File: src/rtl/rtccal_consts.svh
`ifndef RTCCAL_CONSTS_SVH
`define RTCCAL_CONSTS_SVH

// Register indexes; the byte address on the bus is four times the index.
`define RTCCAL_IDX_STATUS   6'h01
`define RTCCAL_IDX_SEC      6'h09
`define RTCCAL_IDX_MIN      6'h0a
`define RTCCAL_IDX_HRS      6'h0b
`define RTCCAL_IDX_WDAY     6'h0c
`define RTCCAL_IDX_DATE     6'h0d
`define RTCCAL_IDX_MON      6'h0e
`define RTCCAL_IDX_YEAR     6'h0f
`define RTCCAL_IDX_A1_SEC   6'h10
`define RTCCAL_IDX_A1_MIN   6'h11
`define RTCCAL_IDX_A1_HRS   6'h12
`define RTCCAL_IDX_A1_DAY   6'h13
`define RTCCAL_IDX_A1_MON   6'h14
`define RTCCAL_IDX_A1_YEAR  6'h15

// Writable bits of each register; all other bits read as zero.
`define RTCCAL_WM_STATUS    8'h01
`define RTCCAL_WM_SEC       8'h7f
`define RTCCAL_WM_MIN       8'h7f
`define RTCCAL_WM_HRS       8'h7f
`define RTCCAL_WM_WDAY      8'h07
`define RTCCAL_WM_DATE      8'h3f
`define RTCCAL_WM_MON       8'h9f
`define RTCCAL_WM_YEAR      8'hff
`define RTCCAL_WM_A1_SEC    8'hff
`define RTCCAL_WM_A1_MIN    8'hff
`define RTCCAL_WM_A1_HRS    8'hbf
`define RTCCAL_WM_A1_DAY    8'hff
`define RTCCAL_WM_A1_MON    8'hdf
`define RTCCAL_WM_A1_YEAR   8'hff

// Reset values.
`define RTCCAL_RST_ZERO     8'h00
`define RTCCAL_RST_WDAY     8'h01
`define RTCCAL_RST_DATE     8'h01
`define RTCCAL_RST_MON      8'h01

// Field positions.
`define RTCCAL_HR_MODE_BIT  6
`define RTCCAL_HR_PM_BIT    5
`define RTCCAL_CENTURY_BIT  7
`define RTCCAL_MASK_BIT     7
`define RTCCAL_WDAY_SEL_BIT 6
`define RTCCAL_YR_MASK_BIT  6
`define RTCCAL_STAT_BIT     0

// Counting limits, in BCD.
`define RTCCAL_BCD_NINE     4'h9
`define RTCCAL_BCD_ZERO     8'h00
`define RTCCAL_SEC_LAST     8'h59
`define RTCCAL_H24_LAST     8'h23
`define RTCCAL_H12_LAST     8'h12
`define RTCCAL_H12_FIRST    8'h01
`define RTCCAL_H12_PM_FLIP  8'h11
`define RTCCAL_WDAY_LAST    3'h7
`define RTCCAL_WDAY_FIRST   3'h1
`define RTCCAL_MON_LAST     8'h12
`define RTCCAL_MON_FIRST    8'h01
`define RTCCAL_DATE_FIRST   8'h01
`define RTCCAL_YEAR_LAST    8'h99
`define RTCCAL_DAYS_28      8'h28
`define RTCCAL_DAYS_29      8'h29
`define RTCCAL_DAYS_30      8'h30
`define RTCCAL_DAYS_31      8'h31
`define RTCCAL_MON_FEB      5'h02
`define RTCCAL_MON_APR      5'h04
`define RTCCAL_MON_JUN      5'h06
`define RTCCAL_MON_SEP      5'h09
`define RTCCAL_MON_NOV      5'h11

// Bus encodings.
`define RTCCAL_SIZE_WORD    3'h2
`define RTCCAL_HRESP_OKAY   1'b0

`endif

File: src/rtl/rtccal_pkg.sv
package rtccal_pkg;

	// Hour counting format held in the hours register.
	typedef enum logic {
		RTCCAL_HOUR_24 = 1'b0,
		RTCCAL_HOUR_12 = 1'b1
	} rtccal_hour_mode_t;

	typedef logic [7:0] rtccal_byte_t;

endpackage

File: src/rtl/rtccal_bcd_step.sv
`timescale 1ns/1ps
`include "rtccal_consts.svh"

// One BCD pair counting step; a value at or above the last code wraps, so
// a bad value written by software cannot run away past the limit.
module rtccal_bcd_step (
	// Present value and range.
	input  wire logic [7:0] cur,
	input  wire logic [7:0] last,
	input  wire logic [7:0] first,
	// Next value and wrap flag.
	output logic      [7:0] nxt,
	output logic            wrap
);

	// Increment with decimal carry from units into tens.
	always_comb begin
		wrap = (cur >= last);
		if (wrap) begin
			nxt = first;
		end else if (cur[3:0] >= `RTCCAL_BCD_NINE) begin
			nxt = {cur[7:4] + 4'h1, 4'h0};
		end else begin
			nxt = {cur[7:4], cur[3:0] + 4'h1};
		end
	end

endmodule

File: src/rtl/rtccal_top.sv
// Local design decision: the AHB-Lite slave port.
`timescale 1ns/1ps
`include "rtccal_consts.svh"

module rtccal_top (
	// Clock and reset.
	input  wire logic        hclk,
	input  wire logic        hresetn,
	// AHB-Lite slave.
	input  wire logic        hsel,
	input  wire logic [31:0] haddr,
	input  wire logic [1:0]  htrans,
	input  wire logic        hwrite,
	input  wire logic [2:0]  hsize,
	input  wire logic [31:0] hwdata,
	input  wire logic        hready,
	output logic      [31:0] hrdata,
	output logic             hreadyout,
	output logic             hresp,
	// Timekeeping.
	input  wire logic        second_tick,
	output logic             alarm_one_pulse
);

	// Register state.
	rtccal_pkg::rtccal_byte_t sec_reg, min_reg, hours_reg, wday_reg, date_reg;
	rtccal_pkg::rtccal_byte_t month_reg, year_reg;
	rtccal_pkg::rtccal_byte_t a1_sec_reg, a1_min_reg, a1_hrs_reg, a1_day_reg;
	rtccal_pkg::rtccal_byte_t a1_mon_reg, a1_year_reg;
	logic                     alarm_flag_reg;
	logic                     tick_d_reg;
	logic                     alarm_pulse_reg;
	logic [31:0]              hrdata_reg;
	logic                     wr_pend_reg;
	logic [5:0]               wr_idx_reg;
	logic                     hreadyout_reg;

	// Bus decode.
	logic                     accept;
	logic [5:0]               ad_idx;
	logic                     rd_hit_wr;
	rtccal_pkg::rtccal_byte_t wdata_m;
	rtccal_pkg::rtccal_byte_t rd_byte;

	// Calendar stepping.
	rtccal_pkg::rtccal_hour_mode_t hour_mode;
	rtccal_pkg::rtccal_byte_t sec_nxt, min_nxt, hr_nxt, date_nxt, mon_nxt, year_nxt;
	rtccal_pkg::rtccal_byte_t hr_cur, hr_last, hr_first, hours_next, dim;
	logic                     sec_wrap, min_wrap, hr_wrap, date_wrap, mon_wrap, year_wrap;
	logic                     min_carry, hr_carry, day_carry, mon_carry, yr_carry, cen_carry;
	logic                     leap;

	// Alarm compare.
	logic                     sec_eq, min_eq, hr_eq, day_eq, mon_eq, yr_eq, all_eq;

	// Writable-bit mask per register; zero marks an unmapped index.
	function automatic rtccal_pkg::rtccal_byte_t wmask(input logic [5:0] idx);
		unique case (idx)
			`RTCCAL_IDX_STATUS:  wmask = `RTCCAL_WM_STATUS;
			`RTCCAL_IDX_SEC:     wmask = `RTCCAL_WM_SEC;
			`RTCCAL_IDX_MIN:     wmask = `RTCCAL_WM_MIN;
			`RTCCAL_IDX_HRS:     wmask = `RTCCAL_WM_HRS;
			`RTCCAL_IDX_WDAY:    wmask = `RTCCAL_WM_WDAY;
			`RTCCAL_IDX_DATE:    wmask = `RTCCAL_WM_DATE;
			`RTCCAL_IDX_MON:     wmask = `RTCCAL_WM_MON;
			`RTCCAL_IDX_YEAR:    wmask = `RTCCAL_WM_YEAR;
			`RTCCAL_IDX_A1_SEC:  wmask = `RTCCAL_WM_A1_SEC;
			`RTCCAL_IDX_A1_MIN:  wmask = `RTCCAL_WM_A1_MIN;
			`RTCCAL_IDX_A1_HRS:  wmask = `RTCCAL_WM_A1_HRS;
			`RTCCAL_IDX_A1_DAY:  wmask = `RTCCAL_WM_A1_DAY;
			`RTCCAL_IDX_A1_MON:  wmask = `RTCCAL_WM_A1_MON;
			`RTCCAL_IDX_A1_YEAR: wmask = `RTCCAL_WM_A1_YEAR;
			default:             wmask = `RTCCAL_RST_ZERO;
		endcase
	endfunction

	// Address phase decode; upper address bits must be zero to hit.
	assign accept  = hsel && htrans[1] && hready;
	assign ad_idx  = (haddr[31:8] == 24'h000000) ? haddr[7:2] : 6'h00;
	assign wdata_m = hwdata[7:0] & wmask(wr_idx_reg);

	// A read right behind a write to the same word sees the new value, or for the status word the bits written.
	assign rd_hit_wr = wr_pend_reg && (wr_idx_reg == ad_idx);

	// Read multiplexer over the present register contents.
	always_comb begin
		unique case (ad_idx)
			`RTCCAL_IDX_STATUS:  rd_byte = {7'h00, alarm_flag_reg};
			`RTCCAL_IDX_SEC:     rd_byte = sec_reg;
			`RTCCAL_IDX_MIN:     rd_byte = min_reg;
			`RTCCAL_IDX_HRS:     rd_byte = hours_reg;
			`RTCCAL_IDX_WDAY:    rd_byte = wday_reg;
			`RTCCAL_IDX_DATE:    rd_byte = date_reg;
			`RTCCAL_IDX_MON:     rd_byte = month_reg;
			`RTCCAL_IDX_YEAR:    rd_byte = year_reg;
			`RTCCAL_IDX_A1_SEC:  rd_byte = a1_sec_reg;
			`RTCCAL_IDX_A1_MIN:  rd_byte = a1_min_reg;
			`RTCCAL_IDX_A1_HRS:  rd_byte = a1_hrs_reg;
			`RTCCAL_IDX_A1_DAY:  rd_byte = a1_day_reg;
			`RTCCAL_IDX_A1_MON:  rd_byte = a1_mon_reg;
			`RTCCAL_IDX_A1_YEAR: rd_byte = a1_year_reg;
			default:             rd_byte = `RTCCAL_RST_ZERO;
		endcase
	end

	// Address phase capture; only whole-word writes are honoured.
	always_ff @(posedge hclk or negedge hresetn) begin
		if (!hresetn) begin
			wr_pend_reg   <= 1'b0;
			wr_idx_reg    <= 6'h00;
			hreadyout_reg <= 1'b0;                                 // Not ready while in reset.
		end else begin
			wr_pend_reg   <= accept && hwrite && (hsize == `RTCCAL_SIZE_WORD);
			wr_idx_reg    <= ad_idx;
			hreadyout_reg <= 1'b1;
		end
	end

	// Read data is registered so the slave answers with no wait state.
	always_ff @(posedge hclk or negedge hresetn) begin
		if (!hresetn) begin
			hrdata_reg <= 32'h00000000;
		end else if (accept && !hwrite) begin
			hrdata_reg <= {24'h000000, rd_hit_wr ? wdata_m : rd_byte};
		end else begin
			hrdata_reg <= 32'h00000000;
		end
	end

	assign hrdata    = hrdata_reg;
	assign hreadyout = hreadyout_reg;
	assign hresp     = `RTCCAL_HRESP_OKAY;

	// Leap years: year divisible by four, except the century year 2100.
	always_comb begin
		leap = year_reg[4] ? (year_reg[3:0] == 4'h2 || year_reg[3:0] == 4'h6)
		                   : (year_reg[3:0] == 4'h0 || year_reg[3:0] == 4'h4 ||
		                      year_reg[3:0] == 4'h8);
		if (year_reg == `RTCCAL_BCD_ZERO && month_reg[`RTCCAL_CENTURY_BIT]) begin
			leap = 1'b0;
		end
		unique case (month_reg[4:0])
			`RTCCAL_MON_FEB: dim = leap ? `RTCCAL_DAYS_29 : `RTCCAL_DAYS_28;
			`RTCCAL_MON_APR, `RTCCAL_MON_JUN,
			`RTCCAL_MON_SEP, `RTCCAL_MON_NOV: dim = `RTCCAL_DAYS_30;
			default: dim = `RTCCAL_DAYS_31;
		endcase
	end

	// Hour range follows the selected format.
	assign hour_mode = rtccal_pkg::rtccal_hour_mode_t'(hours_reg[`RTCCAL_HR_MODE_BIT]);
	always_comb begin
		if (hour_mode == rtccal_pkg::RTCCAL_HOUR_12) begin
			hr_cur   = {3'h0, hours_reg[4:0]};
			hr_last  = `RTCCAL_H12_LAST;
			hr_first = `RTCCAL_H12_FIRST;
		end else begin
			hr_cur   = {2'h0, hours_reg[5:0]};
			hr_last  = `RTCCAL_H24_LAST;
			hr_first = `RTCCAL_BCD_ZERO;
		end
	end

	rtccal_bcd_step u_sec  (.cur(sec_reg),   .last(`RTCCAL_SEC_LAST), .first(`RTCCAL_BCD_ZERO),
	                        .nxt(sec_nxt),   .wrap(sec_wrap));
	rtccal_bcd_step u_min  (.cur(min_reg),   .last(`RTCCAL_SEC_LAST), .first(`RTCCAL_BCD_ZERO),
	                        .nxt(min_nxt),   .wrap(min_wrap));
	rtccal_bcd_step u_hr   (.cur(hr_cur),    .last(hr_last),          .first(hr_first),
	                        .nxt(hr_nxt),    .wrap(hr_wrap));
	rtccal_bcd_step u_date (.cur(date_reg),  .last(dim),              .first(`RTCCAL_DATE_FIRST),
	                        .nxt(date_nxt),  .wrap(date_wrap));
	rtccal_bcd_step u_mon  (.cur({3'h0, month_reg[4:0]}), .last(`RTCCAL_MON_LAST),
	                        .first(`RTCCAL_MON_FIRST), .nxt(mon_nxt), .wrap(mon_wrap));
	rtccal_bcd_step u_year (.cur(year_reg),  .last(`RTCCAL_YEAR_LAST), .first(`RTCCAL_BCD_ZERO),
	                        .nxt(year_nxt),  .wrap(year_wrap));

	// Carry chain; in 12h mode the day turns at 11 PM to 12 AM, and the
	// flag flips on the 11 to 12 step.
	assign min_carry = second_tick && sec_wrap;
	assign hr_carry  = min_carry && min_wrap;
	assign day_carry = hr_carry && ((hour_mode == rtccal_pkg::RTCCAL_HOUR_12)
	                   ? (hours_reg[`RTCCAL_HR_PM_BIT] && hr_cur == `RTCCAL_H12_PM_FLIP)
	                   : hr_wrap);
	assign mon_carry = day_carry && date_wrap;
	assign yr_carry  = mon_carry && mon_wrap;
	assign cen_carry = yr_carry && year_wrap;
	assign hours_next = (hour_mode == rtccal_pkg::RTCCAL_HOUR_12)
	                  ? {2'b01, hours_reg[`RTCCAL_HR_PM_BIT] ^ (hr_cur == `RTCCAL_H12_PM_FLIP),
	                     hr_nxt[4:0]}
	                  : {2'b00, hr_nxt[5:0]};

	// Time and date registers; a software write beats a tick that lands
	// in the same cycle, since software means to set the new value.
	always_ff @(posedge hclk or negedge hresetn) begin
		if (!hresetn) begin
			sec_reg   <= `RTCCAL_RST_ZERO;
			min_reg   <= `RTCCAL_RST_ZERO;
			hours_reg <= `RTCCAL_RST_ZERO;
			wday_reg  <= `RTCCAL_RST_WDAY;
			date_reg  <= `RTCCAL_RST_DATE;
			month_reg <= `RTCCAL_RST_MON;
			year_reg  <= `RTCCAL_RST_ZERO;
		end else begin
			if (wr_pend_reg && wr_idx_reg == `RTCCAL_IDX_SEC) begin
				sec_reg <= wdata_m;
			end else if (second_tick) begin
				sec_reg <= sec_nxt;
			end
			if (wr_pend_reg && wr_idx_reg == `RTCCAL_IDX_MIN) begin
				min_reg <= wdata_m;
			end else if (min_carry) begin
				min_reg <= min_nxt;
			end
			if (wr_pend_reg && wr_idx_reg == `RTCCAL_IDX_HRS) begin
				hours_reg <= wdata_m;
			end else if (hr_carry) begin
				hours_reg <= hours_next;
			end
			if (wr_pend_reg && wr_idx_reg == `RTCCAL_IDX_WDAY) begin
				wday_reg <= wdata_m;
			end else if (day_carry) begin
				wday_reg[2:0] <= (wday_reg[2:0] >= `RTCCAL_WDAY_LAST) ? `RTCCAL_WDAY_FIRST
				                 : wday_reg[2:0] + 3'h1;
			end
			if (wr_pend_reg && wr_idx_reg == `RTCCAL_IDX_DATE) begin
				date_reg <= wdata_m;
			end else if (day_carry) begin
				date_reg <= date_nxt;
			end
			if (wr_pend_reg && wr_idx_reg == `RTCCAL_IDX_MON) begin
				month_reg <= wdata_m;
			end else if (mon_carry) begin
				month_reg <= {month_reg[`RTCCAL_CENTURY_BIT] ^ cen_carry, 2'b00,
				              mon_nxt[4:0]};
			end
			if (wr_pend_reg && wr_idx_reg == `RTCCAL_IDX_YEAR) begin
				year_reg <= wdata_m;
			end else if (yr_carry) begin
				year_reg <= year_nxt;
			end
		end
	end

	// First alarm compare registers, written by software only.
	always_ff @(posedge hclk or negedge hresetn) begin
		if (!hresetn) begin
			a1_sec_reg  <= `RTCCAL_RST_ZERO;
			a1_min_reg  <= `RTCCAL_RST_ZERO;
			a1_hrs_reg  <= `RTCCAL_RST_ZERO;
			a1_day_reg  <= `RTCCAL_RST_ZERO;
			a1_mon_reg  <= `RTCCAL_RST_ZERO;
			a1_year_reg <= `RTCCAL_RST_ZERO;
		end else if (wr_pend_reg) begin
			unique case (wr_idx_reg)
				`RTCCAL_IDX_A1_SEC:  a1_sec_reg  <= wdata_m;
				`RTCCAL_IDX_A1_MIN:  a1_min_reg  <= wdata_m;
				`RTCCAL_IDX_A1_HRS:  a1_hrs_reg  <= wdata_m;
				`RTCCAL_IDX_A1_DAY:  a1_day_reg  <= wdata_m;
				`RTCCAL_IDX_A1_MON:  a1_mon_reg  <= wdata_m;
				`RTCCAL_IDX_A1_YEAR: a1_year_reg <= wdata_m;
				default: ;
			endcase
		end
	end

	// Per-field compare; a set mask bit takes the field out.
	assign sec_eq = a1_sec_reg[`RTCCAL_MASK_BIT] || (a1_sec_reg[6:0] == sec_reg[6:0]);
	assign min_eq = a1_min_reg[`RTCCAL_MASK_BIT] || (a1_min_reg[6:0] == min_reg[6:0]);
	assign hr_eq  = a1_hrs_reg[`RTCCAL_MASK_BIT] || (a1_hrs_reg[5:0] == hours_reg[5:0]);
	assign day_eq = a1_day_reg[`RTCCAL_MASK_BIT] ||
	                (a1_day_reg[`RTCCAL_WDAY_SEL_BIT] ? (a1_day_reg[2:0] == wday_reg[2:0])
	                                                  : (a1_day_reg[5:0] == date_reg[5:0]));
	assign mon_eq = a1_mon_reg[`RTCCAL_MASK_BIT] || (a1_mon_reg[4:0] == month_reg[4:0]);
	assign yr_eq  = a1_mon_reg[`RTCCAL_YR_MASK_BIT] || (a1_year_reg == year_reg);
	assign all_eq = sec_eq && min_eq && hr_eq && day_eq && mon_eq && yr_eq;

	// The compare is judged one cycle after the tick, on the new time, so
	// a fully masked alarm fires once per second and not continuously.
	always_ff @(posedge hclk or negedge hresetn) begin
		if (!hresetn) begin
			tick_d_reg      <= 1'b0;
			alarm_pulse_reg <= 1'b0;
		end else begin
			tick_d_reg      <= second_tick;
			alarm_pulse_reg <= tick_d_reg && all_eq;
		end
	end

	assign alarm_one_pulse = alarm_pulse_reg;

	// Sticky alarm flag, write one to clear; a new match wins the clear.
	always_ff @(posedge hclk or negedge hresetn) begin
		if (!hresetn) begin
			alarm_flag_reg <= 1'b0;
		end else if (alarm_pulse_reg) begin
			alarm_flag_reg <= 1'b1;
		end else if (wr_pend_reg && wr_idx_reg == `RTCCAL_IDX_STATUS &&
		             wdata_m[`RTCCAL_STAT_BIT]) begin
			alarm_flag_reg <= 1'b0;
		end
	end
endmodule

File: config.mk
export PLATFORM = sky130hd
export DESIGN_NAME = rtccal_top
export DESIGN_NICKNAME = d
export VERILOG_FILES = /design/src/rtl/rtccal_pkg.sv /design/src/rtl/rtccal_bcd_step.sv /design/src/rtl/rtccal_top.sv
export VERILOG_INCLUDE_DIRS = /design/src /design/src/rtl
export SDC_FILE = /design/constraint.sdc
export NUM_CORES = 1
export LEC_CHECK = 0
export BUFFER_PORTS_ARGS = -buffer_cell sky130_fd_sc_hd__buf_4
export CORE_MARGIN = 2
export CORE_UTILIZATION = 59
export CTS_CLUSTER_SIZE = 20
export DETAILED_ROUTE_END_ITERATION = 7
export PLACE_DENSITY_LB_ADDON = 0.08
export SETUP_SLACK_MARGIN = 0.3
export SLEW_MARGIN = 20
export SYNTH_ARGS = -nofsm -noshare
export SYNTH_HDL_FRONTEND = slang
export SYNTH_SLANG_ARGS = --single-unit
File: constraint.sdc
create_clock -name hclk -period 4.5 [get_ports hclk]
set_clock_uncertainty 0.1 [all_clocks]
set_input_delay 0.9 -clock hclk [delete_from_list [all_inputs] [get_ports hclk]]
set_output_delay 0.9 -clock hclk [all_outputs]
set_load 0.01 [all_outputs]
### After elaboration in Yosys (flattened, before gate mapping)

Memories as Yosys holds them, arrays and structs flattened.
Cells that the tools add are included.

| storage, ports and cells | value |
|---|---|
| output and inout port bits | 35 |
| memories | 1 |
| ROM bits | 256 |
| logic and storage cells | 214 |
| bits in registers | 147 |
| input port bits | 75 |

| operators by class | value |
|---|---|
| eq/ne operators | 47 |
| reduce and logical (&&, ||, !) cells | 67 |
| magnitude comparators | 13 |
| add/subtract/negate cells | 13 |
| mux-type cells | 44 |
| bitwise gates (word level) | 3 |

Memory list:

| name | words | width | read ports | clocked after memory_dff | wr ports | RTL line | text |
|---|---|---|---|---|---|---|---|
| (no name shown) | 32 | 8 | 1 | 0 | 0 | rtccal_top.sv:58 | `unique case (idx)` |

Operator list:

| kind | number |
|---|---|
| $mux W8 | 23 |
| $pmux W8 S14 | 1 |
| $eq A6 B4 Y1 const B | 14 |
| $eq A6 B5 Y1 const B | 12 |
| $add A4 B1 Y4 const B | 10 |
| $mux W6 | 5 |
| $logic_and A1 B1 Y1 | 29 |
| $ge A4 B4 Y1 const B | 6 |
| $logic_not A24 Y1 | 1 |
| $reduce_and A2 Y1 | 11 |
| $eq A6 B6 Y1 | 3 |
| $ge A8 B7 Y1 const B | 2 |
| $reduce_bool A2 Y1 | 8 |
| $reduce_bool A3 Y1 | 5 |
| $eq A7 B7 Y1 | 2 |
| $eq A6 B1 Y1 const B | 2 |
| $eq A5 B3 Y1 const B | 2 |
| $mux W5 | 2 |
| $pmux W5 S2 | 1 |
| $logic_or A1 B1 Y1 | 9 |
| $mux W3 | 3 |
| $and A8 B8 Y8 | 1 |
| $eq A4 B3 Y1 const B | 2 |
| $eq A8 B5 Y1 const B | 1 |
| other kinds (24) | 32 |

### Logic depth before layout (Yosys ltp)

| logic depth | value |
|---|---|
| depth in word-level cells | 14 |
| gate-level depth with buffers | 15 |
| gate-level depth less buffers | 14 |

### Cells and area by module

A second synthesis with hierarchy kept.

| unflattened totals | value |
|---|---|
| cells, all modules | 1112 |
| area total of the unflattened synthesis | 10318.6 um^2 |

Modules (own cells, without submodules):

| module | area each (um^2) | cells each | times used |
|---|---|---|---|
| rtccal_top | 7248.2 | 764 | 1 |
| rtccal_bcd_step | 511.7 | 58 | 6 |

### Least setup slack after synthesis

No wires, ideal clock.

| path | value |
|---|---|
| path kind | register -> register |
| start | reg year_reg[0] |
| end | reg date_reg[3] |
| path slack | 997 ps |
| data required time | 4318 ps |
| buffers on the path | 0 |
| stages on the path, launching flop included | 14 |
| period minus slack after synthesis | 3503 ps |
| arrival | 3321 ps |
| setup time | 82 ps |
| cells stage by stage | dfrtp_1 inv_1 ha_1 nor4bb_1 a31oi_1 a211o_1 a21oi_1 a31oi_1 ha_1 or4b_1 a211oi_1 o21ai_0 or4_1 a31oi_1 |

| between the ends | value |
|---|---|
| word-level cells in the longest chain between the ends | 11 |

Ends and longest elaborated chain:

| what | RTL line | text |
|---|---|---|
| start: declaration | rtccal_top.sv:27 | `rtccal_pkg::rtccal_byte_t month_reg, year_reg;` |
| start signal: assignment | rtccal_top.sv:202 | `` year_reg <= `RTCCAL_RST_ZERO; `` |
| start signal: assignment | rtccal_top.sv:237 | `year_reg <= wdata_m;` |
| start signal: assignment | rtccal_top.sv:239 | `year_reg <= year_nxt;` |
| $eq A4 B3 Y1 / $logic_not A4 Y1 (equally long branches) | rtccal_top.sv:137 | `: (year_reg[3:0] == 4'h0 \|\| year_reg[3:0] == 4'h4 \|\|` |
| $logic_or A1 B1 Y1 (2 in series) | rtccal_top.sv:137 |  |
| $mux W1 | rtccal_top.sv:136 | `leap = year_reg[4] ? (year_reg[3:0] == 4'h2 \|\| year_reg[3:0] == 4'h6)` |
| $mux W1 * | rtccal_top.sv:139 | `` if (year_reg == `RTCCAL_BCD_ZERO && month_reg[`RTCCAL_CENTURY_BIT]) begin `` |
| $mux W1 (no source line) * | -- |  |
| $pmux W5 S2 * | rtccal_top.sv:142 | `unique case (month_reg[4:0])` |
| $ge A8 B6 Y1 * | rtccal_bcd_step.sv:18 | `wrap = (cur >= last);` |
| $mux W8 * | rtccal_bcd_step.sv:19 | `if (wrap) begin` |
| $mux W8 * | rtccal_top.sv:227 | `end else if (day_carry) begin` |
| $mux W8 * | rtccal_top.sv:225 | `` if (wr_pend_reg && wr_idx_reg == `RTCCAL_IDX_DATE) begin `` |
| end signal: assignment | rtccal_top.sv:200 | `` date_reg <= `RTCCAL_RST_DATE; `` |
| end signal: assignment | rtccal_top.sv:226 | `date_reg <= wdata_m;` |
| end signal: assignment | rtccal_top.sv:228 | `date_reg <= date_nxt;` |
| end: declaration | rtccal_top.sv:26 | `rtccal_pkg::rtccal_byte_t sec_reg, min_reg, hours_reg, wday_reg, date_reg;` |

Every way passes the cells marked *; elsewhere a longest branch is shown, timed or not. The select of a mux whose other input is x is not followed.
A chain may end at the register's enable or synchronous reset.

### Worst setup path in the final report

| path | value |
|---|---|
| start | reg year_reg[0] |
| end | reg year_reg[6] |

| between the ends | value |
|---|---|
| word-level cells in the longest chain between the ends | 12 |

Ends and longest elaborated chain:

| what | RTL line | text |
|---|---|---|
| $eq A4 B3 Y1 / $logic_not A4 Y1 (equally long branches) | rtccal_top.sv:137 |  |
| $logic_or A1 B1 Y1 (2 in series) | rtccal_top.sv:137 |  |
| $mux W1 | rtccal_top.sv:136 |  |
| $mux W1 | rtccal_top.sv:139 |  |
| $mux W1 (no source line) | -- |  |
| $pmux W5 S2 | rtccal_top.sv:142 |  |
| $ge A8 B6 Y1 | rtccal_bcd_step.sv:18 |  |
| $logic_and A1 B1 Y1 | rtccal_top.sv:184 | `assign mon_carry = day_carry && date_wrap;` |
| $logic_and A1 B1 Y1 | rtccal_top.sv:185 | `assign yr_carry = mon_carry && mon_wrap;` |
| $reduce_bool A2 Y1 (no source line) | -- |  |
| $reduce_and A2 Y1 (no source line) | -- |  |

Several ways; a longest one is shown, not always the timed one. The select of a mux whose other input is x is not followed.

==> results.ini <==
[status]
outcome = finished clean

[global_routing]
grt.met1_usage = 0.495
grt_max_degree = 72
grtUsageTotal = 0.360
grt-busiest-layer = met2
grtUsageMet2 = 0.540
overflow = 0
grtUsageMet3 = 0.0883
antenna_found_initial = 0
grt_pass1_vias = 7016
grt_pass1_wl_microns = 40200

[yosys]
synth_warnings = 0
synth-main-ff-cell = dfrtp_1
yosys.area.top_type_share = 0.360
yosysTopAreaCell = dfrtp_1
yosysSeqAreaShare = 0.370
synth_area_sq_um = 8330
yosys_register_bits = 123
synth_edf_count = 0
synthCells = 956
synth_fa_ha_area_frac = 0.0582
synth_area_leaders = dfrtp_1 36%, ha_1 5.7%, o21ai_0 5.1%
synth_simple_gate_area_frac = 0.215
synth.mux.area_fraction = 0.0488
synth_compound_area_frac = 0.196
synth_top_family_by_area = simple AND/OR/NAND/NOR gates
ys_types = 77
synth-async-reset-ratio = 1.00
avgSynthCellArea_sq_um = 8.72
synth_xor_xnor_area_share = 0.0473

[clocking]
cts_buffer_depth = 2
postCtsHoldBufs = 0
cts-root-buf = clkbuf_16
clk_latency_ns = 0.43
clk_pin_slew_ns = 0.06
cts.htree.levels = 4
clkSinkCount = 123
cts_buffers = 17
cts_tree = done

[detailed_routing]
drt_iter0_markers = 746
routed_wl_microns = 26000
drc_errors = 0
post_drt_wl_per_cell_microns = 22.1
vias = 7637
postRouteAntennaNets = 0
first_pass_iters = 5
vias_per_cell = 6.51

[die]
dieArea_sq_um = 15100
die_w_microns = 123
start_util = 0.603
ios = 110
die_height_microns = 123
core-area_sq_um = 13800
rows = 43

[critical_path]
critPathCaptureType = register
critical_path_buf_inv_count = 1
cp.arrival_ns = 4.20
crit_fanout = 14
cp_slowest_stage_delay_ns = 0.55
crit_path_cell_trace = inv_1, ha_1, nor4bb_1, a31oi_1, a211o_1, a21oi_1, a31oi_1, ha_1, or4b_1, a211oi_1, o21a_1, or4_4, or4_1, a31oi_1
required_ns = 4.73
rrSetupSlack_ns = 0.54
critPathTopFamily = simple AND/OR/NAND/NOR gates
cp_slowest_cell = or4_4
worst_path_most_repeated_cell = a31oi_1
startpoint_type = register
crit_type = register to register

[pwr]
p_int_mw = 2.13
power_frac_clock = 0.469
p_sw_mw = 0.745
ir_worst_vdd_v = 0.000240
p_per_area_nw_per_um2 = 308
seq_power_share = 0.423
combPwrFrac = 0.108
p_leak_nw = 4.08
p_sw_frac = 0.259

[timing]
min_period_over_period = 0.881
slew_headroom = 0.491
rsz0062_at_grt = no
finalSetupViolCount = 0
max_freq_ghz = 0.252
setup_tns_ns = 0
final_max_slew_viol_count = 0
worstMarginPinSlew_ns = 0.764
hold_viol = 0
fin_crit_ns = 3.96

[finish]
utilization = 0.674
fin_area_sq_um = 9310
diodes = 0
layout-drive-gt1-share = 0.129
nets = 1096
area_growth_pct = 11.7

[placement]
dpl_cell_area_sq_um = 8740
place_congestion = 1.05
place_hpwl_microns = 18500
port_buffers = 57

[hold_path]
hold_class = register to register

[flow_run]
maxCapViolCount = 0

## worst register-to-register path, cell delays in order (launching register included)
cell and delay [ns]:
dfrtp_1 0.48, inv_1 0.17, ha_1 0.19, nor4bb_1 0.26
a31oi_1 0.13, a211o_1 0.29, a21oi_1 0.13, a31oi_1 0.06
ha_1 0.29, or4b_1 0.10, a211oi_1 0.07, o21a_1 0.28
or4_4 0.55, or4_1 0.55, a31oi_1 0.23
## layout make-up
type / instances / area, sq um
repair buffers: 66 / 508
well taps: 180 / 225
clock buffers: 23 / 478
flip-flops and latches: 123 / 3080
clock inverters: 7 / 91.3
inverters: 31 / 116
multi-input cells: 744 / 4810
fillers: 1161 / 4510
## worst paths after layout
path | end | from | depth (start not counted)
min in group asynchronous | wr_idx_reg[5]$_DFF_PN0_ | hresetn | 1
max | year_reg[6]$_DFFE_PN0P_ | year_reg[0]$_DFFE_PN0P_ | 14
max in group asynchronous | year_reg[1]$_DFFE_PN0P_ | hresetn | 2
max reg2reg | year_reg[6]$_DFFE_PN0P_ | year_reg[0]$_DFFE_PN0P_ | 14
min | alarm_flag_reg$_DFFE_PN0P_ | alarm_flag_reg$_DFFE_PN0P_ | 1
min reg2reg | alarm_flag_reg$_DFFE_PN0P_ | alarm_flag_reg$_DFFE_PN0P_ | 1
## cells in the mapped netlist, types with 19 or more instances
library cell	number
dfrtp_1	120
nand2_1	88
o21ai_0	85
nor2_1	69
clkbuf_1	49
ha_1	38
a31oi_1	31
inv_1	31
nand3_1	27
xnor2_1	26
a21oi_1	25
buf_4	25
o22ai_1	24
nand4_1	21
and3_1	19
nor3_1	19
xor2_1	19
## what timing repair did
item | in CTS | in global routing
endpoints found under the setup margin | 0 | 6
resized for setup | 0 | 1
endpoints found under the hold margin | 0 | 0
buffers inserted | 0 | 0
## per-stage QoR
stage          hold WS [ns]  instances  power, mW  worst slack (ns)
2_1_floorplan         0.346        980       1.42             0.997
3_3_place_gp          0.359       1144       1.53             0.600
3_5_place_dp          0.361       1144       1.54             0.603
4_1_cts               0.379       1174       2.87             0.511
5_1_grt               0.389       1174       2.97             0.328
6_report              0.372       1174       2.87             0.535
## metal layers
layer	vias up	part of all wire	routed length [microns]
met5	-	0	0
met4	0	0.042	1090
met3	74	0.091	2370
met2	402	0.44	11600
met1	3655	0.42	11000
li1	3506	-	-
## kinds of logic after synthesis
family | count (synthesis)
flip-flops | 123
buffers and inverters | 113
AND/OR/NAND/NOR | 345
other | 2
XOR/XNOR | 45
multiplexers | 36
adder cells (fa/ha/maj) | 39
AO/OA/AOI/OAI | 253
## power by group through the flow
stage               clock (mW)  combinational (mW)  sequential (mW)
floorplan                    0               0.218             1.20
global placement             0               0.296             1.23
detailed placement           0               0.307             1.23
CTS                       1.35               0.309             1.21
global route              1.40               0.347             1.22
finish                    1.35               0.309             1.22
## layout by cell type (no fill, tap or decap), types with 7 or more instances in the layout
master / synthesis / layout
nor4_1: 14 / 14
o21ai_0: 85 / 84
nor2_1: 69 / 69
o22ai_1: 24 / 24
and2_1: 18 / 18
nand2_1: 88 / 88
inv_1: 31 / 31
dfrtp_1: 120 / 120
and3_1: 19 / 19
nand3_1: 27 / 27
xor2_1: 19 / 19
nand4_1: 21 / 21
a21oi_1: 25 / 25
a31oi_1: 31 / 31
conb_1: 2 / 26
o31ai_1: 7 / 7
xnor2_1: 26 / 26
buf_4: 25 / 65
nor3b_1: 9 / 9
mux2_2: 17 / 17
a22oi_1: 10 / 10
nand2b_1: 9 / 9
mux2i_1: 17 / 17
nand3b_1: 7 / 7
clkbuf_16: 0 / 17
nor2b_1: 15 / 15
a211oi_1: 8 / 8
nor3_1: 19 / 19
ha_1: 38 / 38
No activity file was read; power rests on OpenSTA's default activity.
